<file path="src/cfg_lock_event_pkg.sv">
// Constants for the pin configuration lock and event routing block.
// Assumes a 32-bit classic Wishbone slave on a single clock.
package cfg_lock_event_pkg;

  // Register byte addresses
  localparam logic [31:0] ADDR_EVENT_CTRL   = 32'h4001_0000;
  localparam logic [31:0] ADDR_REMAP        = 32'h4001_0004;
  localparam logic [31:0] ADDR_IRQ_SEL_1    = 32'h4001_0008;
  localparam logic [31:0] ADDR_IRQ_SEL_2    = 32'h4001_000c;
  localparam logic [31:0] ADDR_IRQ_SEL_3    = 32'h4001_0010;
  localparam logic [31:0] ADDR_IRQ_SEL_4    = 32'h4001_0014;
  localparam logic [31:0] ADDR_LOCK         = 32'h4001_0018;
  localparam logic [31:0] ADDR_CFG_LOW      = 32'h4001_001c;
  localparam logic [31:0] ADDR_CFG_HIGH     = 32'h4001_0020;

  // Reset values
  localparam logic [31:0] RESET_ZERO        = 32'h0000_0000;
  localparam logic [31:0] RESET_CFG         = 32'h4444_4444;

  // Event control fields
  localparam int          EV_ENABLE_BIT     = 7;
  localparam int          EV_PORT_LSB       = 4;
  localparam int          EV_PIN_LSB        = 0;
  localparam logic [7:0]  EV_CTRL_MASK      = 8'hff;
  localparam logic [2:0]  EV_PORT_LAST      = 3'h3;

  // Lock register fields
  localparam int          LOCK_KEY_BIT      = 16;
  localparam int          PIN_COUNT         = 16;
  localparam int          PORT_COUNT        = 4;
  localparam int          CFG_FIELD_W       = 4;

  // Remap and interrupt select writable bits
  localparam logic [31:0] REMAP_MASK        = 32'h07ff_efff;
  localparam logic [31:0] IRQ_SEL_MASK      = 32'h0000_ffff;

endpackage

</file>
<file path="src/cfg_lock_event.sv">
// Configuration lock for one port, its two config registers, and event routing.
// Assumes a classic Wishbone master on clk_i and a synchronous reset.
//
// Design decision made here: the Wishbone interface to the registers.
`timescale 1ns/1ps
`default_nettype none

// Overview of operation
// - The lock key bit reads back 0 while unlocked and 1 once the lock is active.
// - Any deviation in order or value in the key sequence prevents locking.
// - With the lock active, writes to locked pins' configuration fields are ignored until reset.
// - Mask bits 0 to 7 guard the pin fields of the low configuration register, bits 8 to 15 those of the high one.
// - The mask may change only while the lock is not active.
// - With event output enabled, the core event signal drives the selected port pin.
// - Port select codes 0 to 3 choose ports A to D, other codes are reserved.
// - Pin select picks pin 0 to 15 of the chosen port.
// - Event control, remap and four interrupt select registers reset to zero.
module cfg_lock_event
  import cfg_lock_event_pkg::*;
(
  // Clock and reset
  input  wire logic        clk_i,
  input  wire logic        rst_i,
  // Wishbone slave
  input  wire logic        cyc_i,
  input  wire logic        stb_i,
  input  wire logic        we_i,
  input  wire logic [31:0] adr_i,
  input  wire logic [3:0]  sel_i,
  input  wire logic [31:0] dat_i,
  output logic      [31:0] dat_o,
  output logic             ack_o,
  output logic             err_o,
  // Core event
  input  wire logic        core_event_signal_i,
  // Event routing, one bit per port pin
  output logic [15:0]      event_pin_a_o,
  output logic [15:0]      event_pin_b_o,
  output logic [15:0]      event_pin_c_o,
  output logic [15:0]      event_pin_d_o,
  // Configuration state
  output logic [31:0]      pin_config_low_half_o,
  output logic [31:0]      pin_config_high_half_o,
  output logic [31:0]      peripheral_remap_o,
  output logic             lock_active_o
);

  typedef enum logic [3:0] {
    KEY_IDLE  = 4'b0001,
    KEY_ONE   = 4'b0010,
    KEY_ZERO  = 4'b0100,
    KEY_ARMED = 4'b1000
  } key_state_t;

  key_state_t  key_q;
  logic        lock_q;
  logic [15:0] mask_q;
  logic [7:0]  ev_ctrl_q;
  logic [31:0] remap_q;
  logic [31:0] irq_sel_q [4];
  logic [31:0] cfg_low_q;
  logic [31:0] cfg_high_q;
  logic [31:0] cfg_wmask_low;
  logic [31:0] cfg_wmask_high;

  logic        req;
  logic        wr_full;
  logic        wr;
  logic        rd;
  logic        hit;
  logic [31:0] rdata_d;

  // Single-cycle answer; ack drops after one cycle
  assign req     = cyc_i && stb_i && !ack_o && !err_o;
  // Partial word writes are dropped; the block only serves words
  assign wr_full = sel_i == 4'hf;
  assign wr      = req && we_i && hit && wr_full;
  assign rd      = req && !we_i && hit;

  always_comb begin
    hit     = 1'b1;
    rdata_d = RESET_ZERO;
    case (adr_i)
      ADDR_EVENT_CTRL: rdata_d = {24'h000000, ev_ctrl_q};
      ADDR_REMAP:      rdata_d = remap_q;
      ADDR_IRQ_SEL_1:  rdata_d = irq_sel_q[0];
      ADDR_IRQ_SEL_2:  rdata_d = irq_sel_q[1];
      ADDR_IRQ_SEL_3:  rdata_d = irq_sel_q[2];
      ADDR_IRQ_SEL_4:  rdata_d = irq_sel_q[3];
      ADDR_LOCK:       rdata_d = {15'h0, lock_q, mask_q};
      ADDR_CFG_LOW:    rdata_d = cfg_low_q;
      ADDR_CFG_HIGH:   rdata_d = cfg_high_q;
      default:         hit = 1'b0;
    endcase
  end

  always_ff @(posedge clk_i) begin
    if (rst_i) begin
      ack_o <= 1'b0;
      err_o <= 1'b0;
      dat_o <= RESET_ZERO;
    end else begin
      ack_o <= req && hit;
      err_o <= req && !hit;
      // Zero outside the ack cycle keeps the bus quiet
      dat_o <= (req && !we_i && hit) ? rdata_d : RESET_ZERO;
    end
  end

  always_ff @(posedge clk_i) begin
    if (rst_i) begin
      key_q <= KEY_IDLE;
    end else if (req && hit && adr_i == ADDR_LOCK && !lock_q) begin
      case (key_q)
        KEY_IDLE: begin
          if (wr && dat_i[LOCK_KEY_BIT]) begin
            key_q <= KEY_ONE;
          end
        end
        KEY_ONE: begin
          // wrong value or changed mask aborts
          if (wr && !dat_i[LOCK_KEY_BIT] && dat_i[15:0] == mask_q) begin
            key_q <= KEY_ZERO;
          end else begin
            key_q <= KEY_IDLE;
          end
        end
        KEY_ZERO: begin
          if (wr && dat_i[LOCK_KEY_BIT] && dat_i[15:0] == mask_q) begin
            key_q <= KEY_ARMED;
          end else begin
            key_q <= KEY_IDLE;
          end
        end
        KEY_ARMED: key_q <= KEY_IDLE;
        default:   key_q <= KEY_IDLE;
      endcase
    end else if (req && hit && !lock_q && key_q != KEY_IDLE) begin
      key_q <= KEY_IDLE;
    end
  end

  // lock set by armed read, cleared only by reset
  always_ff @(posedge clk_i) begin
    if (rst_i) begin
      lock_q <= 1'b0;
    end else if (rd && adr_i == ADDR_LOCK && key_q == KEY_ARMED) begin
      lock_q <= 1'b1;
    end
  end

  always_ff @(posedge clk_i) begin
    if (rst_i) begin
      mask_q <= 16'h0000;
    end else if (wr && adr_i == ADDR_LOCK && !lock_q) begin
      mask_q <= dat_i[15:0];
    end
  end

  // mask bits 0-7 each cover a 4-bit field of the low half, bits 8-15 of the high half
  genvar g;
  generate
    for (g = 0; g < PIN_COUNT / 2; g++) begin : g_wmask
      assign cfg_wmask_low[g*CFG_FIELD_W +: CFG_FIELD_W]  = {CFG_FIELD_W{!(lock_q && mask_q[g])}};
      assign cfg_wmask_high[g*CFG_FIELD_W +: CFG_FIELD_W] = {CFG_FIELD_W{!(lock_q && mask_q[g+8])}};
    end
  endgenerate

  always_ff @(posedge clk_i) begin
    if (rst_i) begin
      cfg_low_q  <= RESET_CFG;
      cfg_high_q <= RESET_CFG;
    end else if (wr) begin
      if (adr_i == ADDR_CFG_LOW) begin
        cfg_low_q <= (dat_i & cfg_wmask_low) | (cfg_low_q & ~cfg_wmask_low);
      end
      if (adr_i == ADDR_CFG_HIGH) begin
        cfg_high_q <= (dat_i & cfg_wmask_high) | (cfg_high_q & ~cfg_wmask_high);
      end
    end
  end

  always_ff @(posedge clk_i) begin
    if (rst_i) begin
      ev_ctrl_q <= 8'h00;
      remap_q   <= RESET_ZERO;
      for (int i = 0; i < 4; i++) begin
        irq_sel_q[i] <= RESET_ZERO;
      end
    end else if (wr) begin
      case (adr_i)
        ADDR_EVENT_CTRL: ev_ctrl_q    <= dat_i[7:0] & EV_CTRL_MASK;
        ADDR_REMAP:      remap_q      <= dat_i & REMAP_MASK;
        ADDR_IRQ_SEL_1:  irq_sel_q[0] <= dat_i & IRQ_SEL_MASK;
        ADDR_IRQ_SEL_2:  irq_sel_q[1] <= dat_i & IRQ_SEL_MASK;
        ADDR_IRQ_SEL_3:  irq_sel_q[2] <= dat_i & IRQ_SEL_MASK;
        ADDR_IRQ_SEL_4:  irq_sel_q[3] <= dat_i & IRQ_SEL_MASK;
        default: ;
      endcase
    end
  end

  logic [15:0] ev_pins_d [PORT_COUNT];
  logic [15:0] ev_pins_q [PORT_COUNT];
  logic        ev_en;
  logic [2:0]  ev_port;
  logic [3:0]  ev_pin;
  assign ev_en   = ev_ctrl_q[EV_ENABLE_BIT];
  assign ev_port = ev_ctrl_q[EV_PORT_LSB +: 3];
  assign ev_pin  = ev_ctrl_q[EV_PIN_LSB +: 4];

  generate
    for (g = 0; g < PORT_COUNT; g++) begin : g_port
      assign ev_pins_d[g] = (ev_en && ev_port == 3'(g))
                            ? (16'(core_event_signal_i) << ev_pin) : 16'h0000;
      // Registered so pins never glitch on control writes
      always_ff @(posedge clk_i) begin
        if (rst_i) begin
          ev_pins_q[g] <= 16'h0000;
        end else begin
          ev_pins_q[g] <= ev_pins_d[g];
        end
      end
    end
  endgenerate

  assign event_pin_a_o          = ev_pins_q[0];
  assign event_pin_b_o          = ev_pins_q[1];
  assign event_pin_c_o          = ev_pins_q[2];
  assign event_pin_d_o          = ev_pins_q[3];
  assign pin_config_low_half_o  = cfg_low_q;
  assign pin_config_high_half_o = cfg_high_q;
  assign peripheral_remap_o     = remap_q;
  assign lock_active_o          = lock_q;

  // Assertions
  // lock stays set for 8 cycles after it rises
  a_lock_sticky: assert property (@(posedge clk_i) disable iff (rst_i)
    $rose(lock_q) |=> lock_q [*8])
    else $error("lock dropped without reset");

  a_lock_needs_seq: assert property (@(posedge clk_i) disable iff (rst_i)
    $rose(lock_q) |-> $past(key_q) == KEY_ARMED)
    else $error("lock set outside sequence");

  a_key_value_abort: assert property (@(posedge clk_i) disable iff (rst_i)
    (!lock_q && key_q == KEY_ZERO && wr && adr_i == ADDR_LOCK && !dat_i[LOCK_KEY_BIT]) |=> key_q == KEY_IDLE)
    else $error("bad key value kept the sequence");

  a_key_mask_abort: assert property (@(posedge clk_i) disable iff (rst_i)
    (!lock_q && key_q == KEY_ZERO && wr && adr_i == ADDR_LOCK && dat_i[15:0] != mask_q) |=> key_q == KEY_IDLE)
    else $error("changed mask kept the sequence");

  a_key_readback: assert property (@(posedge clk_i) disable iff (rst_i)
    (rd && adr_i == ADDR_LOCK) |=> dat_o[LOCK_KEY_BIT] == $past(lock_q))
    else $error("key bit readback wrong");

  a_arm_read_zero: assert property (@(posedge clk_i) disable iff (rst_i)
    $rose(lock_q) |-> !dat_o[LOCK_KEY_BIT])
    else $error("arming read returned key set");

  a_mask_frozen: assert property (@(posedge clk_i) disable iff (rst_i)
    lock_q |=> $stable(mask_q))
    else $error("mask changed while locked");

  a_cfg_guarded: assert property (@(posedge clk_i) disable iff (rst_i)
    (lock_q && mask_q[0]) |=> cfg_low_q[3:0] == $past(cfg_low_q[3:0]))
    else $error("locked low field changed");

  a_cfg_high_guard: assert property (@(posedge clk_i) disable iff (rst_i)
    (lock_q && mask_q[8]) |=> cfg_high_q[3:0] == $past(cfg_high_q[3:0]))
    else $error("locked high field changed");

  a_cfg_low_open: assert property (@(posedge clk_i) disable iff (rst_i)
    (wr && adr_i == ADDR_CFG_LOW && !(lock_q && mask_q[1])) |=> cfg_low_q[7:4] == $past(dat_i[7:4]))
    else $error("open low field not written");

  a_cfg_high_open: assert property (@(posedge clk_i) disable iff (rst_i)
    (wr && adr_i == ADDR_CFG_HIGH && !(lock_q && mask_q[9])) |=> cfg_high_q[7:4] == $past(dat_i[7:4]))
    else $error("open high field not written");

  a_partial_dropped: assert property (@(posedge clk_i) disable iff (rst_i)
    (req && we_i && sel_i != 4'hf && adr_i == ADDR_EVENT_CTRL) |=> $stable(ev_ctrl_q))
    else $error("partial write landed");

  a_event_route: assert property (@(posedge clk_i) disable iff (rst_i)
    (ev_en && ev_port == 3'h1 && core_event_signal_i) |=> event_pin_b_o[$past(ev_pin)])
    else $error("event not routed");

  a_event_quiet: assert property (@(posedge clk_i) disable iff (rst_i)
    !core_event_signal_i |=> (event_pin_a_o | event_pin_b_o | event_pin_c_o | event_pin_d_o) == 16'h0)
    else $error("pin driven without core event");

  a_event_reserved: assert property (@(posedge clk_i) disable iff (rst_i)
    (ev_port > EV_PORT_LAST || !ev_en) |=> (event_pin_a_o | event_pin_b_o | event_pin_c_o | event_pin_d_o) == 16'h0)
    else $error("event on reserved port");

  a_one_pin: assert property (@(posedge clk_i) disable iff (rst_i)
    $onehot0(event_pin_a_o))
    else $error("more than one pin driven");

  a_reset_zero: assert property (@(posedge clk_i)
    rst_i |=> ev_ctrl_q == 8'h00 && remap_q == RESET_ZERO)
    else $error("registers not zero after reset");

  a_reset_irq: assert property (@(posedge clk_i)
    rst_i |=> irq_sel_q[0] == RESET_ZERO && irq_sel_q[3] == RESET_ZERO)
    else $error("interrupt selects not zero after reset");

  // Main scenarios
  c_lock_taken:    cover property (@(posedge clk_i) disable iff (rst_i) $rose(lock_q));
  c_seq_abort:     cover property (@(posedge clk_i) disable iff (rst_i) key_q == KEY_ZERO ##1 key_q == KEY_IDLE);
  c_event_out:     cover property (@(posedge clk_i) disable iff (rst_i) event_pin_d_o != 16'h0);
  c_key_armed:     cover property (@(posedge clk_i) disable iff (rst_i) key_q == KEY_ARMED);
  c_partial_write: cover property (@(posedge clk_i) disable iff (rst_i) req && we_i && sel_i != 4'hf);

endmodule

`default_nettype wire

</file>
<file path="config.mk">
export PLATFORM = sky130hd
export DESIGN_NAME = cfg_lock_event
export DESIGN_NICKNAME = d
export VERILOG_FILES = /design/src/cfg_lock_event_pkg.sv /design/src/cfg_lock_event.sv
export SDC_FILE = /design/constraint.sdc
export NUM_CORES = 1
export LEC_CHECK = 0
export ABC_AREA = 1
export ABC_CLOCK_PERIOD_IN_PS = 8070
export BUFFER_PORTS_ARGS = -buffer_cell sky130_fd_sc_hd__buf_4
export CAP_MARGIN = 10
export CORE_ASPECT_RATIO = 0.5
export CORE_MARGIN = 2
export CORE_UTILIZATION = 35
export DETAILED_ROUTE_END_ITERATION = 7
export GPL_TIMING_DRIVEN = 0
export MAX_ROUTING_LAYER = met4
export SYNTH_ARGS = -nofsm -noshare
export SYNTH_HDL_FRONTEND = slang
export SYNTH_SLANG_ARGS = --single-unit
</file>
<file path="constraint.sdc">
create_clock -name clk_i -period 8.07 [get_ports clk_i]
set_input_delay 0.4035 -clock clk_i [delete_from_list [all_inputs] [get_ports clk_i]]
set_output_delay 0.4035 -clock clk_i [all_outputs]
set_load 0.02 [all_outputs]
</file>
# Word level (Yosys, flattened, before mapping)
# Memories as Yosys holds them, arrays and structs flattened.
# Index checks and enable logic that the tools add are counted.
# word_totals
ram_bits	128
mem_count	2
out_inout_bits	195
in_bits	74
register_bits	153
# classes
n_mux	39
n_shift	1
bitwise	17
reduce_logical	73
n_eq_ne	20
# mem_list
name	depth	word_bits	rd	rd_ports_with_merged_regs	write_ports	line	text
ev_pins_q	4	16	4	0	4	cfg_lock_event.sv:204	logic [15:0] ev_pins_q [PORT_COUNT];
irq_sel_q	4	16	4	0	4	cfg_lock_event.sv:60	logic [31:0] irq_sel_q [4];
# ops
operator	count
$eq 32x31->1 const B	9
$pmux 32 s9	1
$mux 16	12
$and 32x32->32	4
$not 32->32	2
$or 32x32->32	2
$logic_and 1x1->1	42
$logic_not 1->1	22
$mux 1	20
$eq 16x16->1	1
$mux 4	4
$shl 1x4->16	1
$pmux 4 s3	1
$reduce_and 2->1	5
$reduce_or 9->1	1
$eq 4x4->1 const B	2
$or 1x1->1	8
$eq 3x2->1 const B	2
$eq 4x1->1 const B	1
$eq 4x2->1 const B	1
$eq 4x3->1 const B	1
$ne 4x1->1 const B	1
$eq 3x1->1 const B	1
$logic_not 3->1	1
5 further kinds	5

# Longest topological paths before layout
# Gate-level depths: netlist of run 1.
# depth
word_depth	11
ltp_mapped	18
ltp_nobuf	17

# Least setup slack after synthesis of run 1
# Ideal clock, no wire load.
# synth_path
kind	in2reg
startpoint	in adr_i[11]
endpoint	mem irq_sel_q[0][0] in the netlist's numbering (enable)
path_slack_ns	4.970
cell_stages	11
n_path_buf	0
setup_ns	0.411
t_arrival_ns	2.688
required_ns	7.659
path_cell_list	nor2_1 > nand2_1 > inv_2 > nand2_2 > nor2_4 > nand3_2 > nand2_1 > nor2_1 > nand2_2 > nand3_4 > o21ai_0
# synth_lines
item	line	text
start: declaration	cfg_lock_event.sv:28	input wire logic [31:0] adr_i,
end: declaration	cfg_lock_event.sv:60	

==> results.json, run 1 <==
{
  "floorplan.die.height_um": 130,
  "boundaryPins": 269,
  "path_clk_slew_ps": 60,
  "post_drt_via_cell_ratio": 4.93,
  "total_power_uw": 2890,
  "switchingPower_uw": 638,
  "fillerInstances": 3133,
  "clock.fmax_mhz": 359,
  "antenna_left": 0,
  "synth_edf_count": 64,
  "clock_latency_ps": 560,
  "tightestPinTransition_ps": 984,
  "first_global_vias": 9387,
  "syn_area_per_cell_um2": 8.50,
  "synth.distinct_cells": 42,
  "synth_ff_type": "sky130_fd_sc_hd__dfxtp_1",
  "die-area_um2": 33500,
  "placeableCoreArea_um2": 31500,
  "slew_viol_final": 0,
  "p_int_uw": 2250,
  "diodes": 0,
  "crit_path_cells": "buf_4, nor2_1, nand2_1, nor2_4, nand3_2, nand2_1, nor2_1, nand2_2, nand3_4, o21ai_2",
  "synth_largest_area_cell": "sky130_fd_sc_hd__dfxtp_1",
  "detailedPlacementHpwl_um": 29600,
  "post_route_cells_drive_above_1_share": 0.225,
  "finalHoldViolCount": 0,
  "place.port_buffers": 262,
  "drt_pass1_iterations": 5,
  "cts_max_path_buffers": 3,
  "die-width_um": 257,
  "cts-resized-gates": 0,
  "max_cap_violations": 0,
  "grt_start_max_net_pins": 17,
  "switching_share": 0.221,
  "global_route_usage_over_all_layers": 0.235,
  "grt_pass1_wl_um": 57400,
  "cp_max_fo": 16,
  "cts.hold.buffers_added": 0,
  "finalSetupViolCount": 0,
  "post_synth_main_area_contributors": "sky130_fd_sc_hd__dfxtp_1 39%, sky130_fd_sc_hd__edfxtp_1 17%, sky130_fd_sc_hd__nor2_1 8.4%",
  "synth_area_um2": 11200,
  "std_cell_rows": 46,
  "grt_antenna_before_repair": 1,
  "initial_core_util": 0.355,
  "post-route-drc-count": 0,
  "power.density_nw_per_um2": 197,
  "timing.setup.tns_ps": 0,
  "power.static_leakage_uw": 0.00601,
  "tritoncts.num_buffers": 28,
  "area_growth_syn_to_layout_pct": 31.0,
  "startpoint_type": "primary input",
  "worstPathRequired_ps": 8240,
  "fin_worst_skew_ps": 14.6,
  "critical_path.max_stage_delay_ps": 830,
  "final_nets": 1688,
  "ir_worst_vdd_mv": 0.163,
  "crit_slowest_cell": "sky130_fd_sc_hd__o21ai_2",
  "cts_post_setup_buffers_inserted": 0,
  "synth_top_area_share": 0.388,
  "min-delay-path-class": "in -> reg",
  "seq_power_share": 0.505,
  "grt_setup_unrepaired": "no",
  "syn_inst": 1316,
  "globalRouteOverflowTotal": 0,
  "cts_tree": "done",
  "clkSinkCount": 281,
  "drt-total-wl_um": 39700,
  "status": "finished clean",
  "crit_arrival_ps": 2960,
  "cts.htree.levels": 1,
  "ys_warn_count": 0,
  "portion_of_the_clock_cycle_consumed_by_the_worst_path_in_the_final_layout": 0.345,
  "clock_root_cell": "sky130_fd_sc_hd__clkbuf_16",
  "num_vias": 10200,
  "finalWeightedCongestion": 0.922,
  "combPwrFrac": 0.038,
  "finalWorstPathRequiredPeriod_ps": 2780,
  "seq_area_frac_synth": 0.560,
  "asyncSetResetFlopFracSynth": 0,
  "slew-limit-headroom": 0.344,
  "finalCoreUtilization": 0.465,
  "criticalPathCategory": "in -> reg",
  "end_kind": "flip-flop",
  "holdWs_ps": 54.8,
  "routed_wire_per_std_cell_um": 19.2,
  "yosys_register_bits": 281,
  "drt_first_iter_violations": 996,
  "clock_power_share": 0.458
}
-- Yosys cell counts (9+ instances only) --
| library cell | instances |
|---|---|
| sky130_fd_sc_hd__a21oi_1 | 113 |
| sky130_fd_sc_hd__buf_2 | 12 |
| sky130_fd_sc_hd__clkbuf_1 | 30 |
| sky130_fd_sc_hd__dfxtp_1 | 217 |
| sky130_fd_sc_hd__edfxtp_1 | 64 |
| sky130_fd_sc_hd__inv_1 | 138 |
| sky130_fd_sc_hd__nand2_1 | 168 |
| sky130_fd_sc_hd__nand2_2 | 9 |
| sky130_fd_sc_hd__nand3_1 | 29 |
| sky130_fd_sc_hd__nand4_1 | 23 |
| sky130_fd_sc_hd__nor2_1 | 251 |
| sky130_fd_sc_hd__o211ai_1 | 16 |
| sky130_fd_sc_hd__o21ai_0 | 88 |
| sky130_fd_sc_hd__o21ai_1 | 31 |
| sky130_fd_sc_hd__o22ai_1 | 16 |
| sky130_fd_sc_hd__xnor2_1 | 16 |
-- power groups by stage --
stage | Clock [µW] | Combinational [µW] | Sequential (µW)
3_3_place_gp | 0 | 106 | 1490
2_1_floorplan | 0 | 46.2 | 1490
3_5_place_dp | 0 | 107 | 1490
6_report | 1320 | 109 | 1460
4_1_cts | 1330 | 108 | 1460
5_1_grt | 1390 | 117 | 1460
-- metal layers --
metal,part of all wire,routed length [µm],up-vias,track usage
met4,0.036,1430,0,0.0858
met2,0.45,17900,408,0.367
met5,0,0,-,-
li1,-,-,4956,-
met3,0.077,3040,95,0.0370
met1,0.44,17300,4725,0.311
-- cell type report --
| cell class | instances | area (µm²) | share of cell area |
|---|---|---|---|
| Buffer | 58 | 300 | 0.0205 |
| Clock buffer | 38 | 800 | 0.0546 |
| Clock inverter | 13 | 116 | 0.00794 |
| Inverter | 148 | 557 | 0.0380 |
| Multi-Input combinational cell | 834 | 4090 | 0.279 |
| Sequential cell | 281 | 6270 | 0.428 |
| Tap cell | 432 | 541 | 0.0369 |
| Timing Repair Buffer | 263 | 1980 | 0.135 |
-- placed cells by master, fill, tap and decap left out, types with 31 or more instances in the layout --
| master | Yosys | final |
|---|---|---|
| sky130_fd_sc_hd__o21ai_0 | 88 | 84 |
| sky130_fd_sc_hd__nand2_1 | 168 | 168 |
| sky130_fd_sc_hd__buf_4 | 8 | 270 |
| sky130_fd_sc_hd__clkbuf_1 | 30 | 35 |
| sky130_fd_sc_hd__o21ai_1 | 31 | 31 |
| sky130_fd_sc_hd__edfxtp_1 | 64 | 64 |
| sky130_fd_sc_hd__inv_1 | 138 | 138 |
| sky130_fd_sc_hd__dfxtp_1 | 217 | 217 |
| sky130_fd_sc_hd__a21oi_1 | 113 | 113 |
| sky130_fd_sc_hd__nor2_1 | 251 | 251 |
-- worst max-delay path, delay by kind of cell --
kind	cells	cell delay, ps
AOI/OAI and AO/OA	1	830
buffers and inverters	1	110
and+or+nand+nor	8	1590
-- final timing paths --
check             from         endpoint  slack (ps)  depth (start not counted)
max           adr_i[7]  irq_sel_q[2][0]        5290                         10
min              rst_i         key_q[3]          50                          2
max reg2reg      ack_o  irq_sel_q[2][0]        5590                          3
min reg2reg  flip-flop        flip-flop         470                          2
-- logic make-up (layout without fill, tap and decap cells) --
group	after synthesis	in the layout	share of synthesized area
XOR/XNOR	16	16	0.0125
flip-flops	281	281	0.560
AO/OA/AOI/OAI	301	301	0.151
other	1	6	0.000335
AND/OR/NAND/NOR	511	511	0.199
buffers and inverters	206	520	0.0766
-- through the flow --
step / worst slack, ps / instances / cell area, µm²
floorplan: 4970 / 1321 / 11200
global placement: 3540 / 2015 / 13700
detailed placement: 4770 / 2016 / 13700
CTS: 5340 / 2067 / 14700
global route: 5090 / 2067 / 14700
finish: 5290 / 2067 / 14700
(Power assumes the default switching activity.)
==> inputs of run 2 (changes only) <==
ABC_AREA = 0   (was 1)
ABC_CLOCK_PERIOD_IN_PS = 2610   (was 8070)
clock period = 2.61 ns   (was 8.07 ns; I/O delays follow)
==> run 2 against run 1 <==
Effect of this change:
- power increased to 3.1 times the previous value
- sequential power grew to 3.1 times the previous value
- final area up 4.5%
- die area is 2.2% higher
- hold slack worse by 13 ps
- largest cell class unchanged
- largest power group unchanged
==> results.json, run 2 <==
{
  "synth_edf_count": 64,
  "num_vias": 11400,
  "cts_max_path_buffers": 3,
  "die-width_um": 260,
  "grt_start_max_net_pins": 20,
  "ir_worst_vdd_mv": 0.380,
  "synth_largest_area_cell": "sky130_fd_sc_hd__dfxtp_1",
  "asyncSetResetFlopFracSynth": 0,
  "clock_latency_ps": 560,
  "startpoint_type": "flip-flop",
  "multi_input_comb_area_um2": 4850,
  "finalHoldViolCount": 0,
  "leading_post_synthesis_cells_by_instance_count": "217 x sky130_fd_sc_hd__dfxtp_1, 107 x sky130_fd_sc_hd__nor2_1, 91 x sky130_fd_sc_hd__o21ai_0",
  "seq_area_frac_synth": 0.548,
  "detailedPlacementHpwl_um": 35600,
  "cp_max_fo": 16,
  "syn_inst": 1173,
  "grt_antenna_before_repair": 3,
  "std_cell_rows": 46,
  "place_ws_ps": -1130,
  "initial_core_util": 0.358,
  "clkSinkCount": 281,
  "switchingPower_uw": 2020,
  "r2r_end": "irq_sel_q[0][13]",
  "finalSetupViolCount": 0,
  "synth_simple_gate_area_frac": 0.206,
  "synth_area_um2": 11400,
  "yosys.area_share.xor_xnor": 0.0123,
  "boundaryPins": 269,
  "setup_ws_ps": 64.1,
  "floorplan.die.height_um": 132,
  "end_kind": "flip-flop",
  "p_int_uw": 6910,
  "globalRouteOverflowTotal": 0,
  "switching_share": 0.226,
  "drt-total-wl_um": 48600,
  "seq_power_share": 0.504,
  "clock_power_share": 0.451,
  "final_nets": 1564,
  "layout_common_cells": "268 x sky130_fd_sc_hd__buf_4, 217 x sky130_fd_sc_hd__dfxtp_1, 107 x sky130_fd_sc_hd__nor2_1",
  "finalWeightedCongestion": 0.966,
  "tritoncts.num_buffers": 26,
  "synth-compound-area-share": 0.171,
  "power.static_leakage_uw": 0.00570,
  "area_growth_syn_to_layout_pct": 34.0,
  "yosys_register_bits": 281,
  "cts_tree": "done",
  "criticalPathCategory": "reg -> reg",
  "r2r_setup_slack_ps": 60,
  "finalWorstPathRequiredPeriod_ps": 2550,
  "max_cap_violations": 0,
  "crit-reg2reg-launch": "ack_o",
  "yosys-mux-area-fraction": 0.0184,
  "synth.distinct_cells": 54,
  "synth_ff_type": "sky130_fd_sc_hd__dfxtp_1",
  "syn_area_per_cell_um2": 9.75,
  "r2r_cells": 7,
  "post-route-drc-count": 0,
  "combPwrFrac": 0.045,
  "synth_top_area_share": 0.380,
  "worstPathRequired_ps": 2880,
  "synth-adder-area-share": 0,
  "drt_first_iter_violations": 1656,
  "place.port_buffers": 247,
  "die-area_um2": 34200,
  "worst_setup_path_endpoint": "irq_sel_q[0][13]",
  "holdWs_ps": 42.0,
  "mostFrequentLayoutCell": "sky130_fd_sc_hd__buf_4",
  "ys_warn_count": 0,
  "portion_of_the_clock_cycle_consumed_by_the_worst_path_in_the_final_layout": 0.975,
  "status": "finished clean",
  "path_clk_slew_ps": 70,
  "clock_root_cell": "sky130_fd_sc_hd__clkbuf_16",
  "slew-limit-headroom": 0.138,
  "routed_wire_per_std_cell_um": 25.0,
  "tightestPinTransition_ps": 1280,
  "post-synth-top-count-cell": "sky130_fd_sc_hd__dfxtp_1",
  "fillerInstances": 3048,
  "grt_setup_unrepaired": "yes",
  "clock.fmax_mhz": 393,
  "post_route_cells_drive_above_1_share": 0.258,
  "min-delay-path-class": "in -> reg",
  "critical_path_source": "ack_o",
  "slew_viol_final": 0,
  "grt_pass1_wl_um": 70100,
  "antenna_left": 0,
  "largest_family_of_logic_cells_by_synthesized_area": "simple AND/OR/NAND/NOR gates",
  "crit_arrival_ps": 2820,
  "dp_cells": 1859,
  "area_taken_by_flip_flops_and_latches_um2": 6270,
  "drt_pass1_iterations": 7,
  "post_drt_via_cell_ratio": 5.85,
  "power.density_nw_per_um2": 583,
  "placeableCoreArea_um2": 31900,
  "instances_no_fill": 1945,
  "global_route_usage_over_all_layers": 0.282,
  "post_synth_main_area_contributors": "sky130_fd_sc_hd__dfxtp_1 38%, sky130_fd_sc_hd__edfxtp_1 17%, sky130_fd_sc_hd__o21ai_0 4.0%",
  "fin_worst_skew_ps": 34.6,
  "timing.setup.tns_ps": 0,
  "first_global_vias": 10800,
  "cts.htree.levels": 1
}
## run 2: cell count changes in the layout (fill, tap and decap cells not counted), sizes merged, moves of 27 or more
cell and change:
nor2 -153, inv -140, nand2 -131, and2 +68, clkbuf +37, nand4 +35
a22oi +30, a222oi +28, o21ai -27
## run 2: power groups by stage
stage / combinational, µW / sequential, µW / clock, µW
6_report: 400 / 4500 / 4030
5_1_grt: 416 / 4500 / 4240
4_1_cts: 389 / 4500 / 4050
3_5_place_dp: 345 / 4600 / 0
3_3_place_gp: 342 / 4600 / 0
2_1_floorplan: 158 / 4600 / 0
## run 2: layout make-up
cell class / count / share of cell area
clock inverters: 9 / 0.00678
multi-input cells: 782 / 0.317
diodes: 3 / 0.000490
well taps: 432 / 0.0353
inverters: 2 / 0.000490
plain buffers: 110 / 0.0350
flip-flops and latches: 281 / 0.409
repair buffers: 287 / 0.145
clock buffers: 39 / 0.0510
## run 2: worst max-delay path, cell delays in order, from the launching register on
cell                       delay [ps]
sky130_fd_sc_hd__dfxtp_1          390
sky130_fd_sc_hd__nor4bb_4         360
sky130_fd_sc_hd__and3_4           260
sky130_fd_sc_hd__or4b_4           490
sky130_fd_sc_hd__buf_6            190
sky130_fd_sc_hd__clkbuf_8         220
sky130_fd_sc_hd__o21bai_4         170
sky130_fd_sc_hd__buf_12           180
## run 2: routing by layer
layer / GRT usage / part of all wire / up-vias
li1: - / - / 4971
met1: 0.371 / 0.41 / 5609
met2: 0.429 / 0.45 / 672
met3: 0.0594 / 0.098 / 131
met4: 0.0980 / 0.036 / 0
met5: - / 0 / -
## run 2: worst min path at each step
stage / startpoint / endpoint / slack [ps] / cells past startpoint
floorplan: dat_i[12] / mask_q[12] / 280 / 2
global placement: dat_i[30] / flip-flop / 420 / 3
detailed placement: dat_i[30] / flip-flop / 420 / 3
CTS: dat_i[15] / flip-flop / 20 / 3
global route: dat_i[15] / flip-flop / 50 / 3
finish: dat_i[15] / flip-flop / 40 / 3
## run 2: kinds of logic (layout without fill, tap and decap cells)
group,count (synthesis),in the layout
compound gates,313,313
xor+xnor,16,16
buf+inv,115,447
flops,281,281
mux,21,21
other cells,1,9
simple gates,426,426
## run 2: what timing repair did
item                       CTS  global route
setup buffers                8             4
pin swaps                    6             3
resized for setup           30            29
setup endpoints to repair  242           181
hold buffers                26             0
hold endpoints to repair    73             0
## run 2: stage by stage
step | power [µW] | area [µm²] | util
after floorplan | 4750 | 11500 | -
after global placement | 4940 | 13900 | 0.434
after detailed placement | 4950 | 13900 | 0.435
after CTS | 8940 | 15200 | 0.477
after global routing | 9160 | 15300 | 0.479
final | 8940 | 15300 | 0.480
==> inputs of run 3 (changes only) <==
GPL_TIMING_DRIVEN = default   (was 0)
RECOVER_POWER = 25   (was default)
==> run 3 against run 2 <==
Effect of this change:
- die area stayed put
- global-route usage down 3.5 points
- register-to-register slack better by 80 ps
- final cell count decreased by 2.1%
- combinational power is 4% lower
- critical path type unchanged
- largest cell class unchanged
==> results.json, run 3 (synthesis gave the netlist of run 2 again) <==
{
  "die-area_um2": 34200,
  "clock_latency_ps": 560,
  "area_growth_syn_to_layout_pct": 30.5,
  "final_cell_area_um2": 14900,
  "routed_wire_per_std_cell_um": 22.1,
  "grt_start_max_net_pins": 88,
  "path_clk_slew_ps": 80,
  "cts.htree.levels": 1,
  "clkSinkCount": 281,
  "drt_first_iter_violations": 1214,
  "clock.fmax_mhz": 406,
  "crit_arrival_ps": 2860,
  "first_global_vias": 10700,
  "layout_common_cells": "217 x sky130_fd_sc_hd__dfxtp_1, 181 x sky130_fd_sc_hd__buf_4, 135 x sky130_fd_sc_hd__clkbuf_1",
  "finalHoldViolCount": 0,
  "cts_max_path_buffers": 3,
  "floorplan.die.height_um": 132,
  "detailedPlacementHpwl_um": 29200,
  "cp_max_fo": 87,
  "cts_post_setup_buffers_inserted": 0,
  "antenna_left": 0,
  "globalRouteOverflowTotal": 0,
  "fin_worst_skew_ps": 30.0,
  "portion_of_the_clock_cycle_consumed_by_the_worst_path_in_the_final_layout": 0.943,
  "grt_pass1_wl_um": 64000,
  "num_vias": 10800,
  "timing.hold.worst_path_depth": 4,
  "drt_pass1_iterations": 6,
  "finalWeightedCongestion": 0.846,
  "startpoint_type": "flip-flop",
  "initial_core_util": 0.358,
  "placeableCoreArea_um2": 31900,
  "criticalPathCategory": "reg -> reg",
  "boundaryPins": 269,
  "tritoncts.num_buffers": 26,
  "grt_antenna_before_repair": 4,
  "cts-resized-gates": 0,
  "timing.setup.tns_ps": 0,
  "clock_root_cell": "sky130_fd_sc_hd__clkbuf_16",
  "mostFrequentLayoutCell": "sky130_fd_sc_hd__dfxtp_1",
  "grt_setup_unrepaired": "no",
  "power.static_leakage_uw": 0.00514,
  "cts_tree": "done",
  "std_cell_rows": 46,
  "min-delay-path-class": "in -> reg",
  "fillerInstances": 3109,
  "max_cap_violations": 0,
  "final_nets": 1523,
  "global_route_usage_over_all_layers": 0.246,
  "r2r_cells": 6,
  "finalWorstPathRequiredPeriod_ps": 2460,
  "die-width_um": 260,
  "post_route_cells_drive_above_1_share": 0.180,
  "cts.hold.buffers_added": 32,
  "dpl-instance-area_um2": 14100,
  "tightestPinTransition_ps": 705,
  "post-route-drc-count": 0,
  "finalSetupViolCount": 0,
  "ir_worst_vdd_mv": 0.369,
  "status": "finished clean",
  "slew-limit-headroom": 0.523,
  "worstPathRequired_ps": 3010,
  "end_kind": "flip-flop",
  "place.port_buffers": 262,
  "finalCoreUtilization": 0.467,
  "drt-total-wl_um": 42200,
  "power.density_nw_per_um2": 615,
  "post_drt_via_cell_ratio": 5.68,
  "slew_viol_final": 0
}
run 3: final timing paths:
path | from | end | slack [ps]
min | we_i | lock_active_o | 30
min reg2reg | flip-flop | flip-flop | 500
max | ack_o | peripheral_remap_o[11] | 150
max reg2reg | ack_o | peripheral_remap_o[11] | 150
run 3: worst max-delay path: stages (launching register included):
cell,delay [ps]
sky130_fd_sc_hd__dfxtp_1,390
sky130_fd_sc_hd__nor4bb_4,330
sky130_fd_sc_hd__and3_1,300
sky130_fd_sc_hd__or4b_4,660
sky130_fd_sc_hd__buf_12,300
sky130_fd_sc_hd__o21ai_0,230
sky130_fd_sc_hd__a21oi_1,100
run 3: stage by stage:
step | power, µW | cells | hold WS, ps | worst slack (ps)
floorplan | 4750 | 1178 | 278 | 23.4
global placement | 4930 | 1821 | 409 | 74.5
detailed placement | 4940 | 1821 | 423 | 22.2
CTS | 9220 | 1901 | 7.85 | 143
global route | 9430 | 1905 | 62.6 | 26.3
finish | 9180 | 1905 | 32.9 | 148
run 3: per-layer routing:
layer	wire, µm	GRT usage	part of all wire	vias up
li1	-	-	-	4887
met1	17300	0.312	0.41	5319
met2	20500	0.400	0.49	525
met3	2890	0.0390	0.069	96
met4	1400	0.0859	0.033	0
met5	0	-	0	-
run 3: final cells by class:
type                    instances  area, µm²  share of cell area
clock buffers                  34        753              0.0505
flip-flops and latches        281       6270               0.420
inverters                       2       7.51            0.000503
clock inverters                14        201              0.0135
well taps                     432        541              0.0362
diodes                          4       10.0            0.000671
repair buffers                356       2390               0.160
multi-input cells             782       4750               0.318
run 3: power breakdown:
part	internal [µW]	switching, µW
clock network	2530	1760
registers	4490	15.1
logic	169	216
